===== config.mk =====
export PLATFORM = sky130hd
export DESIGN_NAME = dcc_config_top
export DESIGN_NICKNAME = d
export VERILOG_FILES = /design/src/dcc_pkg.sv /design/src/dcc_cmp_if.sv /design/src/dcc_chan_cmp.sv /design/src/dcc_config_top.sv
export VERILOG_INCLUDE_DIRS = /design/src
export SDC_FILE = /design/constraint.sdc
export NUM_CORES = 1
export LEC_CHECK = 0
export BUFFER_PORTS_ARGS = -buffer_cell sky130_fd_sc_hd__buf_2
export CAP_MARGIN = 15
export CORE_ASPECT_RATIO = 1.25
export CORE_MARGIN = 5
export CORE_UTILIZATION = 40
export DETAILED_ROUTE_END_ITERATION = 12
export GPL_TIMING_DRIVEN = 1
export PLACE_DENSITY = 0.68
export SYNTH_ARGS = -nofsm -noshare
export SYNTH_HDL_FRONTEND = slang
export SYNTH_SLANG_ARGS = --single-unit

===== constraint.sdc =====
create_clock -name i_sys_clk -period 4.15 [get_ports i_sys_clk]
set_clock_uncertainty 0.05 [all_clocks]
set_input_delay 0.415 -clock i_sys_clk [delete_from_list [all_inputs] [get_ports i_sys_clk]]
set_output_delay 0.415 -clock i_sys_clk [all_outputs]
set_load 0.02 [all_outputs]

===== src/dcc_consts.svh =====
`ifndef DCC_CONSTS_SVH
`define DCC_CONSTS_SVH

// ==================================================
// register offsets
`define DCC_ADDR_CH1_VOUT     8'h03
`define DCC_ADDR_CH1_IOUT     8'h04
`define DCC_ADDR_CH1_CMPM     8'h05
`define DCC_ADDR_CH0_VOUT     8'h15
`define DCC_ADDR_CH0_IOUT     8'h16
`define DCC_ADDR_CH0_CMPM     8'h17

// ==================================================
// reset values and writable bit masks
`define DCC_REG_RESET         16'h0000
`define DCC_VOUT_MASK         16'h1C1F
`define DCC_IOUT_MASK         16'h1E00
`define DCC_CMPM_MASK         16'h0C00

// ==================================================
// field positions
`define DCC_GAIN_LSB          10
`define DCC_GAIN_MSB          12
`define DCC_OD_BIT            4
`define DCC_ROUTE_BIT         3
`define DCC_HIZ_DIS_BIT       2
`define DCC_INV_BIT           1
`define DCC_EN_BIT            0
`define DCC_IRANGE_LSB        9
`define DCC_IRANGE_MSB        12
`define DCC_CMODE_LSB         10
`define DCC_CMODE_MSB         11
`define DCC_MARGIN_MSB        15

`endif


===== src/dcc_pkg.sv =====
package dcc_pkg;

    // ==================================================
    // register kinds, one-hot
    typedef enum logic [3:0] {
        DCC_KIND_NONE = 4'h1,
        DCC_KIND_VOUT = 4'h2,
        DCC_KIND_IOUT = 4'h4,
        DCC_KIND_CMPM = 4'h8
    } dcc_kind_e;

    // ==================================================
    // reference source, one-hot, all zero for none
    typedef enum logic [2:0] {
        DCC_REF_NONE = 3'h0,
        DCC_REF_EXT  = 3'h1,
        DCC_REF_VDD  = 3'h2,
        DCC_REF_INT  = 3'h4
    } dcc_ref_e;

    // ==================================================
    // comparator threshold mode and hysteresis state
    typedef enum logic [1:0] {
        DCC_CMODE_SINGLE = 2'h0,
        DCC_CMODE_HYST   = 2'h1,
        DCC_CMODE_WINDOW = 2'h2,
        DCC_CMODE_BAD    = 2'h3
    } dcc_cmode_e;

    typedef enum logic [1:0] {
        DCC_ST_LOW  = 2'h1,
        DCC_ST_HIGH = 2'h2
    } dcc_cmp_state_e;

    typedef struct packed {
        logic      hit;
        logic      ch;
        dcc_kind_e kind;
    } dcc_addr_s;

    typedef struct packed {
        dcc_ref_e   ref_sel;
        logic [3:0] gain_x2;
        logic       gain_bad;
        logic [3:0] irange;
        logic       irange_bad;
        logic       cmp_en;
        logic       fb_div_en;
        logic       hyst_en;
        logic       window_en;
        logic       cmode_bad;
        logic       pin_o;
        logic       pin_oe;
        logic       open_drain;
        logic       analog_en;
    } dcc_chan_out_s;

endpackage : dcc_pkg


===== src/dcc_cmp_if.sv =====
`timescale 1ns/1ps

interface dcc_cmp_if #(
    parameter int CODE_W = 12
);
    logic              en;
    logic              inv;
    logic [1:0]        mode;
    logic [CODE_W-1:0] thr_hi;
    logic [CODE_W-1:0] thr_lo;
    logic [CODE_W-1:0] ref_code;
    logic [CODE_W-1:0] fb_code;
    logic              result;

    modport ctl (output en, inv, mode, thr_hi, thr_lo, ref_code, fb_code, input result);
    modport cmp (input en, inv, mode, thr_hi, thr_lo, ref_code, fb_code, output result);
endinterface : dcc_cmp_if


===== src/dcc_chan_cmp.sv =====
`timescale 1ns/1ps

module dcc_chan_cmp (
    input  wire logic  i_sys_clk,
    input  wire logic  i_srst,
    dcc_cmp_if.cmp     cif
);

    dcc_pkg::dcc_cmp_state_e state_ff;
    dcc_pkg::dcc_cmp_state_e nxt_state;
    logic                    result_ff;
    logic                    nxt_result;
    logic                    raw;

    // ==================================================
    // threshold decision
    always_comb begin
        nxt_state = state_ff;
        raw       = 1'b0;
        case (dcc_pkg::dcc_cmode_e'(cif.mode))
            dcc_pkg::DCC_CMODE_HYST: begin
                if (cif.fb_code > cif.thr_hi) begin
                    nxt_state = dcc_pkg::DCC_ST_HIGH;
                end else if (cif.fb_code < cif.thr_lo) begin
                    nxt_state = dcc_pkg::DCC_ST_LOW;
                end
                raw = (nxt_state == dcc_pkg::DCC_ST_HIGH);
            end
            dcc_pkg::DCC_CMODE_WINDOW: begin
                raw = (cif.fb_code >= cif.thr_lo) && (cif.fb_code <= cif.thr_hi);
            end
            default: begin
                raw = (cif.fb_code > cif.ref_code);
            end
        endcase
        if (!cif.en) begin
            nxt_state = dcc_pkg::DCC_ST_LOW;
        end
        nxt_result = cif.en & (raw ^ cif.inv);
    end

    always_ff @(posedge i_sys_clk) begin
        if (i_srst) begin
            state_ff  <= dcc_pkg::DCC_ST_LOW;
            result_ff <= 1'b0;
        end else begin
            state_ff  <= nxt_state;
            result_ff <= nxt_result;
        end
    end

    assign cif.result = result_ff;

endmodule : dcc_chan_cmp


===== src/dcc_config_top.sv =====
`timescale 1ns/1ps
`include "dcc_consts.svh"

module dcc_config_top #(
    parameter int CODE_W = 12
) (
    input  wire logic                   i_sys_clk,
    input  wire logic                   i_srst,
    input  wire logic                   i_reg_wr,
    input  wire logic                   i_reg_rd,
    input  wire logic [7:0]             i_reg_addr,
    input  wire logic [15:0]            i_reg_wdata,
    output logic      [15:0]            o_reg_rdata,
    output logic                        o_reg_ack,
    output logic                        o_reg_hit,
    input  wire logic [1:0][15:0]       i_margin_high,
    input  wire logic [1:0][15:0]       i_margin_low,
    input  wire logic [1:0][CODE_W-1:0] i_dac_code,
    input  wire logic [1:0][CODE_W-1:0] i_fb_code,
    output logic      [1:0][2:0]        o_ref_sel,
    output logic      [1:0][3:0]        o_gain_x2,
    output logic      [1:0]             o_gain_invalid,
    output logic      [1:0][3:0]        o_iout_range,
    output logic      [1:0]             o_iout_invalid,
    output logic      [1:0]             o_cmp_mode_en,
    output logic      [1:0]             o_fb_divider_en,
    output logic      [1:0]             o_hyst_en,
    output logic      [1:0]             o_window_en,
    output logic      [1:0]             o_cmp_mode_invalid,
    output logic      [1:0]             o_cmp_result,
    output logic      [1:0]             o_out_pin_o,
    output logic      [1:0]             o_out_pin_oe,
    output logic      [1:0]             o_out_open_drain,
    output logic      [1:0]             o_out_analog_en
);

    // ==================================================
    // address decode, shared by read and write
    function automatic dcc_pkg::dcc_addr_s dcc_decode(input logic [7:0] addr);
        dcc_pkg::dcc_addr_s d;
        d.hit  = 1'b1;
        d.ch   = 1'b0;
        d.kind = dcc_pkg::DCC_KIND_NONE;
        case (addr)
            `DCC_ADDR_CH0_VOUT: begin
                d.kind = dcc_pkg::DCC_KIND_VOUT;
            end
            `DCC_ADDR_CH0_IOUT: begin
                d.kind = dcc_pkg::DCC_KIND_IOUT;
            end
            `DCC_ADDR_CH0_CMPM: begin
                d.kind = dcc_pkg::DCC_KIND_CMPM;
            end
            `DCC_ADDR_CH1_VOUT: begin
                d.ch   = 1'b1;
                d.kind = dcc_pkg::DCC_KIND_VOUT;
            end
            `DCC_ADDR_CH1_IOUT: begin
                d.ch   = 1'b1;
                d.kind = dcc_pkg::DCC_KIND_IOUT;
            end
            `DCC_ADDR_CH1_CMPM: begin
                d.ch   = 1'b1;
                d.kind = dcc_pkg::DCC_KIND_CMPM;
            end
            default: begin
                d.hit = 1'b0;
            end
        endcase
        return d;
    endfunction : dcc_decode

    // ==================================================
    // configuration registers
    logic [1:0][15:0]   vout_ff;
    logic [1:0][15:0]   iout_ff;
    logic [1:0][15:0]   cmpm_ff;
    logic [1:0][15:0]   nxt_vout;
    logic [1:0][15:0]   nxt_iout;
    logic [1:0][15:0]   nxt_cmpm;
    logic [15:0]        rdata_ff;
    logic [15:0]        nxt_rdata;
    logic               ack_ff;
    logic               nxt_ack;
    logic               hit_ff;
    logic               nxt_hit;
    dcc_pkg::dcc_addr_s dec;

    assign dec = dcc_decode(i_reg_addr);

    always_comb begin
        nxt_vout  = vout_ff;
        nxt_iout  = iout_ff;
        nxt_cmpm  = cmpm_ff;
        nxt_rdata = 16'h0000;
        nxt_ack   = i_reg_rd | i_reg_wr;
        nxt_hit   = (i_reg_rd | i_reg_wr) & dec.hit;
        if (i_reg_wr && dec.hit) begin
            case (dec.kind)
                dcc_pkg::DCC_KIND_VOUT: begin
                    nxt_vout[dec.ch] = i_reg_wdata & `DCC_VOUT_MASK;
                end
                dcc_pkg::DCC_KIND_IOUT: begin
                    nxt_iout[dec.ch] = i_reg_wdata & `DCC_IOUT_MASK;
                end
                dcc_pkg::DCC_KIND_CMPM: begin
                    nxt_cmpm[dec.ch] = i_reg_wdata & `DCC_CMPM_MASK;
                end
                default: begin
                    nxt_vout = vout_ff;
                end
            endcase
        end else if (i_reg_rd && dec.hit) begin
            case (dec.kind)
                dcc_pkg::DCC_KIND_VOUT: begin
                    nxt_rdata = vout_ff[dec.ch];
                end
                dcc_pkg::DCC_KIND_IOUT: begin
                    nxt_rdata = iout_ff[dec.ch];
                end
                dcc_pkg::DCC_KIND_CMPM: begin
                    nxt_rdata = cmpm_ff[dec.ch];
                end
                default: begin
                    nxt_rdata = 16'h0000;
                end
            endcase
        end
    end

    always_ff @(posedge i_sys_clk) begin
        if (i_srst) begin
            vout_ff  <= {2{`DCC_REG_RESET}};
            iout_ff  <= {2{`DCC_REG_RESET}};
            cmpm_ff  <= {2{`DCC_REG_RESET}};
            rdata_ff <= 16'h0000;
            ack_ff   <= 1'b0;
            hit_ff   <= 1'b0;
        end else begin
            vout_ff  <= nxt_vout;
            iout_ff  <= nxt_iout;
            cmpm_ff  <= nxt_cmpm;
            rdata_ff <= nxt_rdata;
            ack_ff   <= nxt_ack;
            hit_ff   <= nxt_hit;
        end
    end

    assign o_reg_rdata = rdata_ff;
    assign o_reg_ack   = ack_ff;
    assign o_reg_hit   = hit_ff;

    // ==================================================
    // per channel decode, comparator and pin control
    dcc_pkg::dcc_chan_out_s [1:0] out_ff;
    dcc_pkg::dcc_chan_out_s [1:0] nxt_out;

    generate
        for (genvar g = 0; g < 2; g++) begin : g_chan
            dcc_cmp_if #(.CODE_W(CODE_W)) cif ();
            logic cmp_en;
            logic pin_route;

            assign cmp_en       = vout_ff[g][`DCC_EN_BIT];
            assign pin_route    = vout_ff[g][`DCC_ROUTE_BIT];
            assign cif.en       = cmp_en;
            assign cif.inv      = vout_ff[g][`DCC_INV_BIT];
            assign cif.mode     = cmpm_ff[g][`DCC_CMODE_MSB:`DCC_CMODE_LSB];
            assign cif.thr_hi   = i_margin_high[g][`DCC_MARGIN_MSB -: CODE_W];
            assign cif.thr_lo   = i_margin_low[g][`DCC_MARGIN_MSB -: CODE_W];
            assign cif.ref_code = i_dac_code[g];
            assign cif.fb_code  = i_fb_code[g];

            dcc_chan_cmp u_cmp (
                .i_sys_clk (i_sys_clk),
                .i_srst    (i_srst),
                .cif       (cif.cmp)
            );

            always_comb begin
                nxt_out[g]            = '0;
                nxt_out[g].ref_sel    = dcc_pkg::DCC_REF_NONE;
                case (vout_ff[g][`DCC_GAIN_MSB:`DCC_GAIN_LSB])
                    3'h0: begin
                        nxt_out[g].ref_sel = dcc_pkg::DCC_REF_EXT;
                        nxt_out[g].gain_x2 = 4'h2;
                    end
                    3'h1: begin
                        nxt_out[g].ref_sel = dcc_pkg::DCC_REF_VDD;
                        nxt_out[g].gain_x2 = 4'h2;
                    end
                    3'h2: begin
                        nxt_out[g].ref_sel = dcc_pkg::DCC_REF_INT;
                        nxt_out[g].gain_x2 = 4'h3;
                    end
                    3'h3: begin
                        nxt_out[g].ref_sel = dcc_pkg::DCC_REF_INT;
                        nxt_out[g].gain_x2 = 4'h4;
                    end
                    3'h4: begin
                        nxt_out[g].ref_sel = dcc_pkg::DCC_REF_INT;
                        nxt_out[g].gain_x2 = 4'h6;
                    end
                    3'h5: begin
                        nxt_out[g].ref_sel = dcc_pkg::DCC_REF_INT;
                        nxt_out[g].gain_x2 = 4'h8;
                    end
                    default: begin
                        nxt_out[g].gain_bad = 1'b1;
                    end
                endcase
                case (iout_ff[g][`DCC_IRANGE_MSB:`DCC_IRANGE_LSB])
                    4'h8: begin
                        nxt_out[g].irange = 4'h1;
                    end
                    4'h9: begin
                        nxt_out[g].irange = 4'h2;
                    end
                    4'hA: begin
                        nxt_out[g].irange = 4'h4;
                    end
                    4'hB: begin
                        nxt_out[g].irange = 4'h8;
                    end
                    default: begin
                        nxt_out[g].irange_bad = 1'b1;
                    end
                endcase
                case (dcc_pkg::dcc_cmode_e'(cif.mode))
                    dcc_pkg::DCC_CMODE_HYST: begin
                        nxt_out[g].hyst_en = 1'b1;
                    end
                    dcc_pkg::DCC_CMODE_WINDOW: begin
                        nxt_out[g].window_en = 1'b1;
                    end
                    dcc_pkg::DCC_CMODE_BAD: begin
                        nxt_out[g].cmode_bad = 1'b1;
                    end
                    default: begin
                        nxt_out[g].hyst_en = 1'b0;
                    end
                endcase
                nxt_out[g].cmp_en    = cmp_en;
                nxt_out[g].fb_div_en = vout_ff[g][`DCC_HIZ_DIS_BIT];
                if (cmp_en && pin_route) begin
                    if (vout_ff[g][`DCC_OD_BIT]) begin
                        nxt_out[g].open_drain = 1'b1;
                        nxt_out[g].pin_o      = 1'b0;
                        nxt_out[g].pin_oe     = ~cif.result;
                    end else begin
                        nxt_out[g].pin_o  = cif.result;
                        nxt_out[g].pin_oe = 1'b1;
                    end
                end else begin
                    nxt_out[g].analog_en = ~cmp_en;
                end
            end

            assign o_ref_sel[g]          = out_ff[g].ref_sel;
            assign o_gain_x2[g]          = out_ff[g].gain_x2;
            assign o_gain_invalid[g]     = out_ff[g].gain_bad;
            assign o_iout_range[g]       = out_ff[g].irange;
            assign o_iout_invalid[g]     = out_ff[g].irange_bad;
            assign o_cmp_mode_en[g]      = out_ff[g].cmp_en;
            assign o_fb_divider_en[g]    = out_ff[g].fb_div_en;
            assign o_hyst_en[g]          = out_ff[g].hyst_en;
            assign o_window_en[g]        = out_ff[g].window_en;
            assign o_cmp_mode_invalid[g] = out_ff[g].cmode_bad;
            assign o_cmp_result[g]       = cif.result;
            assign o_out_pin_o[g]        = out_ff[g].pin_o;
            assign o_out_pin_oe[g]       = out_ff[g].pin_oe;
            assign o_out_open_drain[g]   = out_ff[g].open_drain;
            assign o_out_analog_en[g]    = out_ff[g].analog_en;
        end
    endgenerate

    always_ff @(posedge i_sys_clk) begin
        if (i_srst) begin
            out_ff <= '0;
        end else begin
            out_ff <= nxt_out;
        end
    end

endmodule : dcc_config_top


==> metrics.csv <==
metric,value,unit
routed_wirelength,12100,um
hold_end,nxt_out[29],
nets,977,
cpPeakStageDelay,370,ps
drtAntennaViolNets,0,
fillers,1259,
grt_overflow,0,
multiInputGateArea,2930,um2
grt_pass1_vias,4429,
crit_required,4360,ps
timing.hold.ws,285,ps
cts_hold_buffers,0,
pre_cts_ws,1600,ps
synthArstFlopShare,0,
leakage,3.26,nW
synthCells,597,
die_h,137,um
routedWlPerCell,13.0,um
fin_util,0.503,
use_met3,0.0448,
coreArea,12700,um2
cts.repair.resized,0,
status,completed,
grt.met1_usage,0.185,
rows,46,
slew_violations,0,
clk_pin_slew_worst_paths,70,ps
post_cts_buffers,0,
total_power,1.87,mW
syn_to_final_growth,23.4,%
switchingPower,0.482,mW
vias_per_cell,4.79,
synth-edff-count,0,
firstDrtPassIters,4,
synth_most_common_cell,dfxtp_1,
min_path_type,in -> reg,
hold_depth,3,
peakVddDrop,0.199,mV
dpl.hpwl,9990,um
fmax,0.451,GHz
cts_inserted_buffers,9,
combPwrFrac,0.142,
dpl.cell_count,916,
synth_area_leader_cell,dfxtp_1,
regArea,1780,um2
gp_congestion,0.812,
htree_levels,3,
r2r-start,cmpm_ff[27],
worst-path-buf-inv,1,
cts_buffer_depth,2,
max_slew_margin,0.633,
grt_setup_unrepaired,false,
hp-start,i_reg_wdata[2],
power_switching_share,0.257,
drc,0,
setup_ws,1930,ps
root_buffer,clkbuf_16,
path_class,in -> reg,
cp-end-kind,register,
yosysSeqAreaShare,0.344,
dr.first_iter.drc_count,112,
avgSynthCellArea,8.68,um2
worst_pin_slew,551,ps
crit_family,compound AO/OA/AOI/OAI gates,
min_period_over_period,0.535,
grt_busiest_layer,met2,
hold_viol_final,0,
track_usage,0.155,
clkPwrFrac,0.399,
yosys_warnings,0,
max-cap-violations,0,
drive_above_1_share,0.264,
synth_flop_cell,dfxtp_1,
powerDensity,293,nW/um2
clkSinkCount,89,
grt_pass1_wl,19800,um
syn_area,5180,um2
r2r-end,g_chan[1].u_cmp.cif.result,
initial_core_util,0.408,
io_buffers,173,
finalSetupTns,0,ps
io_pins,204,
final_area,6400,um2
slowest_stage,a32oi_1,
power.internal,1.39,mW
synth-seq-cells,89,
crit_chain,buf_2 -> ha_1 -> nand4_1 -> nor3_1 -> a221oi_1 -> a32oi_1 -> a2111oi_0 -> a211oi_1 -> mux2i_1,
met2_usage,0.269,
yosys-top-cells-area,"dfxtp_1, ha_1, inv_1, mux2i_1, a21oi_1",
power_frac_seq,0.459,
placed_area,6120,um2
synthTopCellsByCount,"dfxtp_1, inv_1, ha_1",
synth_top_area_frac,0.344,
clock_latency,330,ps
grt_max_degree,46,
reg2reg_setup_slack,2430,ps
antenna_found_initial,3,
die_x,112,um
cts_tree,built,
worstSetupStartpointType,primary input,
fin_crit,2220,ps
ff2ff_path_depth,7,
cp.arrival,2430,ps
die_area,15400,um2
path_max_fanout,4,
finalNonFillerCells,933,
ys_types,51,
setup_viol,0,
detailroute.via_count,4469,
==> sequential cells by signal (all words and copies together) (netlist names), 4 cells and up <==
register               flops
o_reg_rdata                9
iout_ff                    8
o_gain_x2                  8
o_iout_range               8
vout_ff                    8
o_ref_sel                  6
cmpm_ff                    4
g_chan.u_cmp.state_ff      4
==> how the worst max path moves through the flow <==
stage,endpoint,from,slack [ps],depth (start not counted)
4_1_cts,g_chan[0].u_cmp.cif.result,i_fb_code[10],1940,9
5_1_grt,g_chan[0].u_cmp.cif.result,i_fb_code[10],1630,9
2_1_floorplan,g_chan[1].u_cmp.cif.result,i_margin_high[27],2000,9
3_5_place_dp,g_chan[0].u_cmp.cif.result,i_fb_code[10],1600,9
6_report,g_chan[0].u_cmp.cif.result,i_fb_code[10],1930,9
3_3_place_gp,g_chan[0].u_cmp.cif.result,i_fb_code[10],1580,9
==> power by group through the flow <==
stage / clock network (mW) / logic, mW / registers (mW)
2_1_floorplan: 0 / 0.157 / 0.887
3_3_place_gp: 0 / 0.263 / 0.880
3_5_place_dp: 0 / 0.267 / 0.880
4_1_cts: 0.776 / 0.269 / 0.861
5_1_grt: 0.814 / 0.308 / 0.861
6_report: 0.748 / 0.266 / 0.861
==> cells by family after synthesis <==
| group | synth area share |
|---|---|
| AND/OR/NAND/NOR | 0.184 |
| buffers and inverters | 0.0949 |
| AO/OA/AOI/OAI | 0.115 |
| flip-flops | 0.344 |
| adder cells (fa/ha/maj) | 0.192 |
| multiplexers | 0.0647 |
| XOR/XNOR | 0.00507 |
| other | 0.000723 |
==> layout by cell type (no fill, tap or decap), types with 3 or more instances in the layout <==
master and count:
a21oi_1 45, inv_6 3, nand2b_1 6, dfxtp_1 89
clkinvlp_4 3, nor3b_1 4, mux2i_1 29, nand2_1 44
nor4b_1 5, a221oi_1 6, ha_1 78, nor2_1 49
mux2_2 4, nand3_1 14, inv_1 82, a21o_1 8
nand4_1 13, a211oi_1 6, conb_1 7, o21ai_0 11
buf_2 173, clkbuf_16 9, nor4_1 5, a2111oi_0 4
nor3_1 5, xnor2_1 3, o21a_1 4, nor2b_1 16
and3_1 8
==> final cells by class <==
class / count / share of cell area
Inverter: 83 / 0.0487
Tap cell: 168 / 0.0329
Multi-Input combinational cell: 401 / 0.458
Sequential cell: 89 / 0.279
Clock inverter: 6 / 0.00763
Clock buffer: 10 / 0.0358
Antenna cell: 1 / 0.000391
Timing Repair Buffer: 175 / 0.138
==> tightest hold or removal path, cell delays in order <==
cell	delay, ps
buf_2	100
nand2_1	50
a21oi_1	50
==> per-layer routing <==
layer	vias up	part of all wire
li1	2358	-
met1	1967	0.44
met2	122	0.48
met3	18	0.067
met4	4	0.015
met5	-	0.0017
Power figures use the tool's default switching activity.
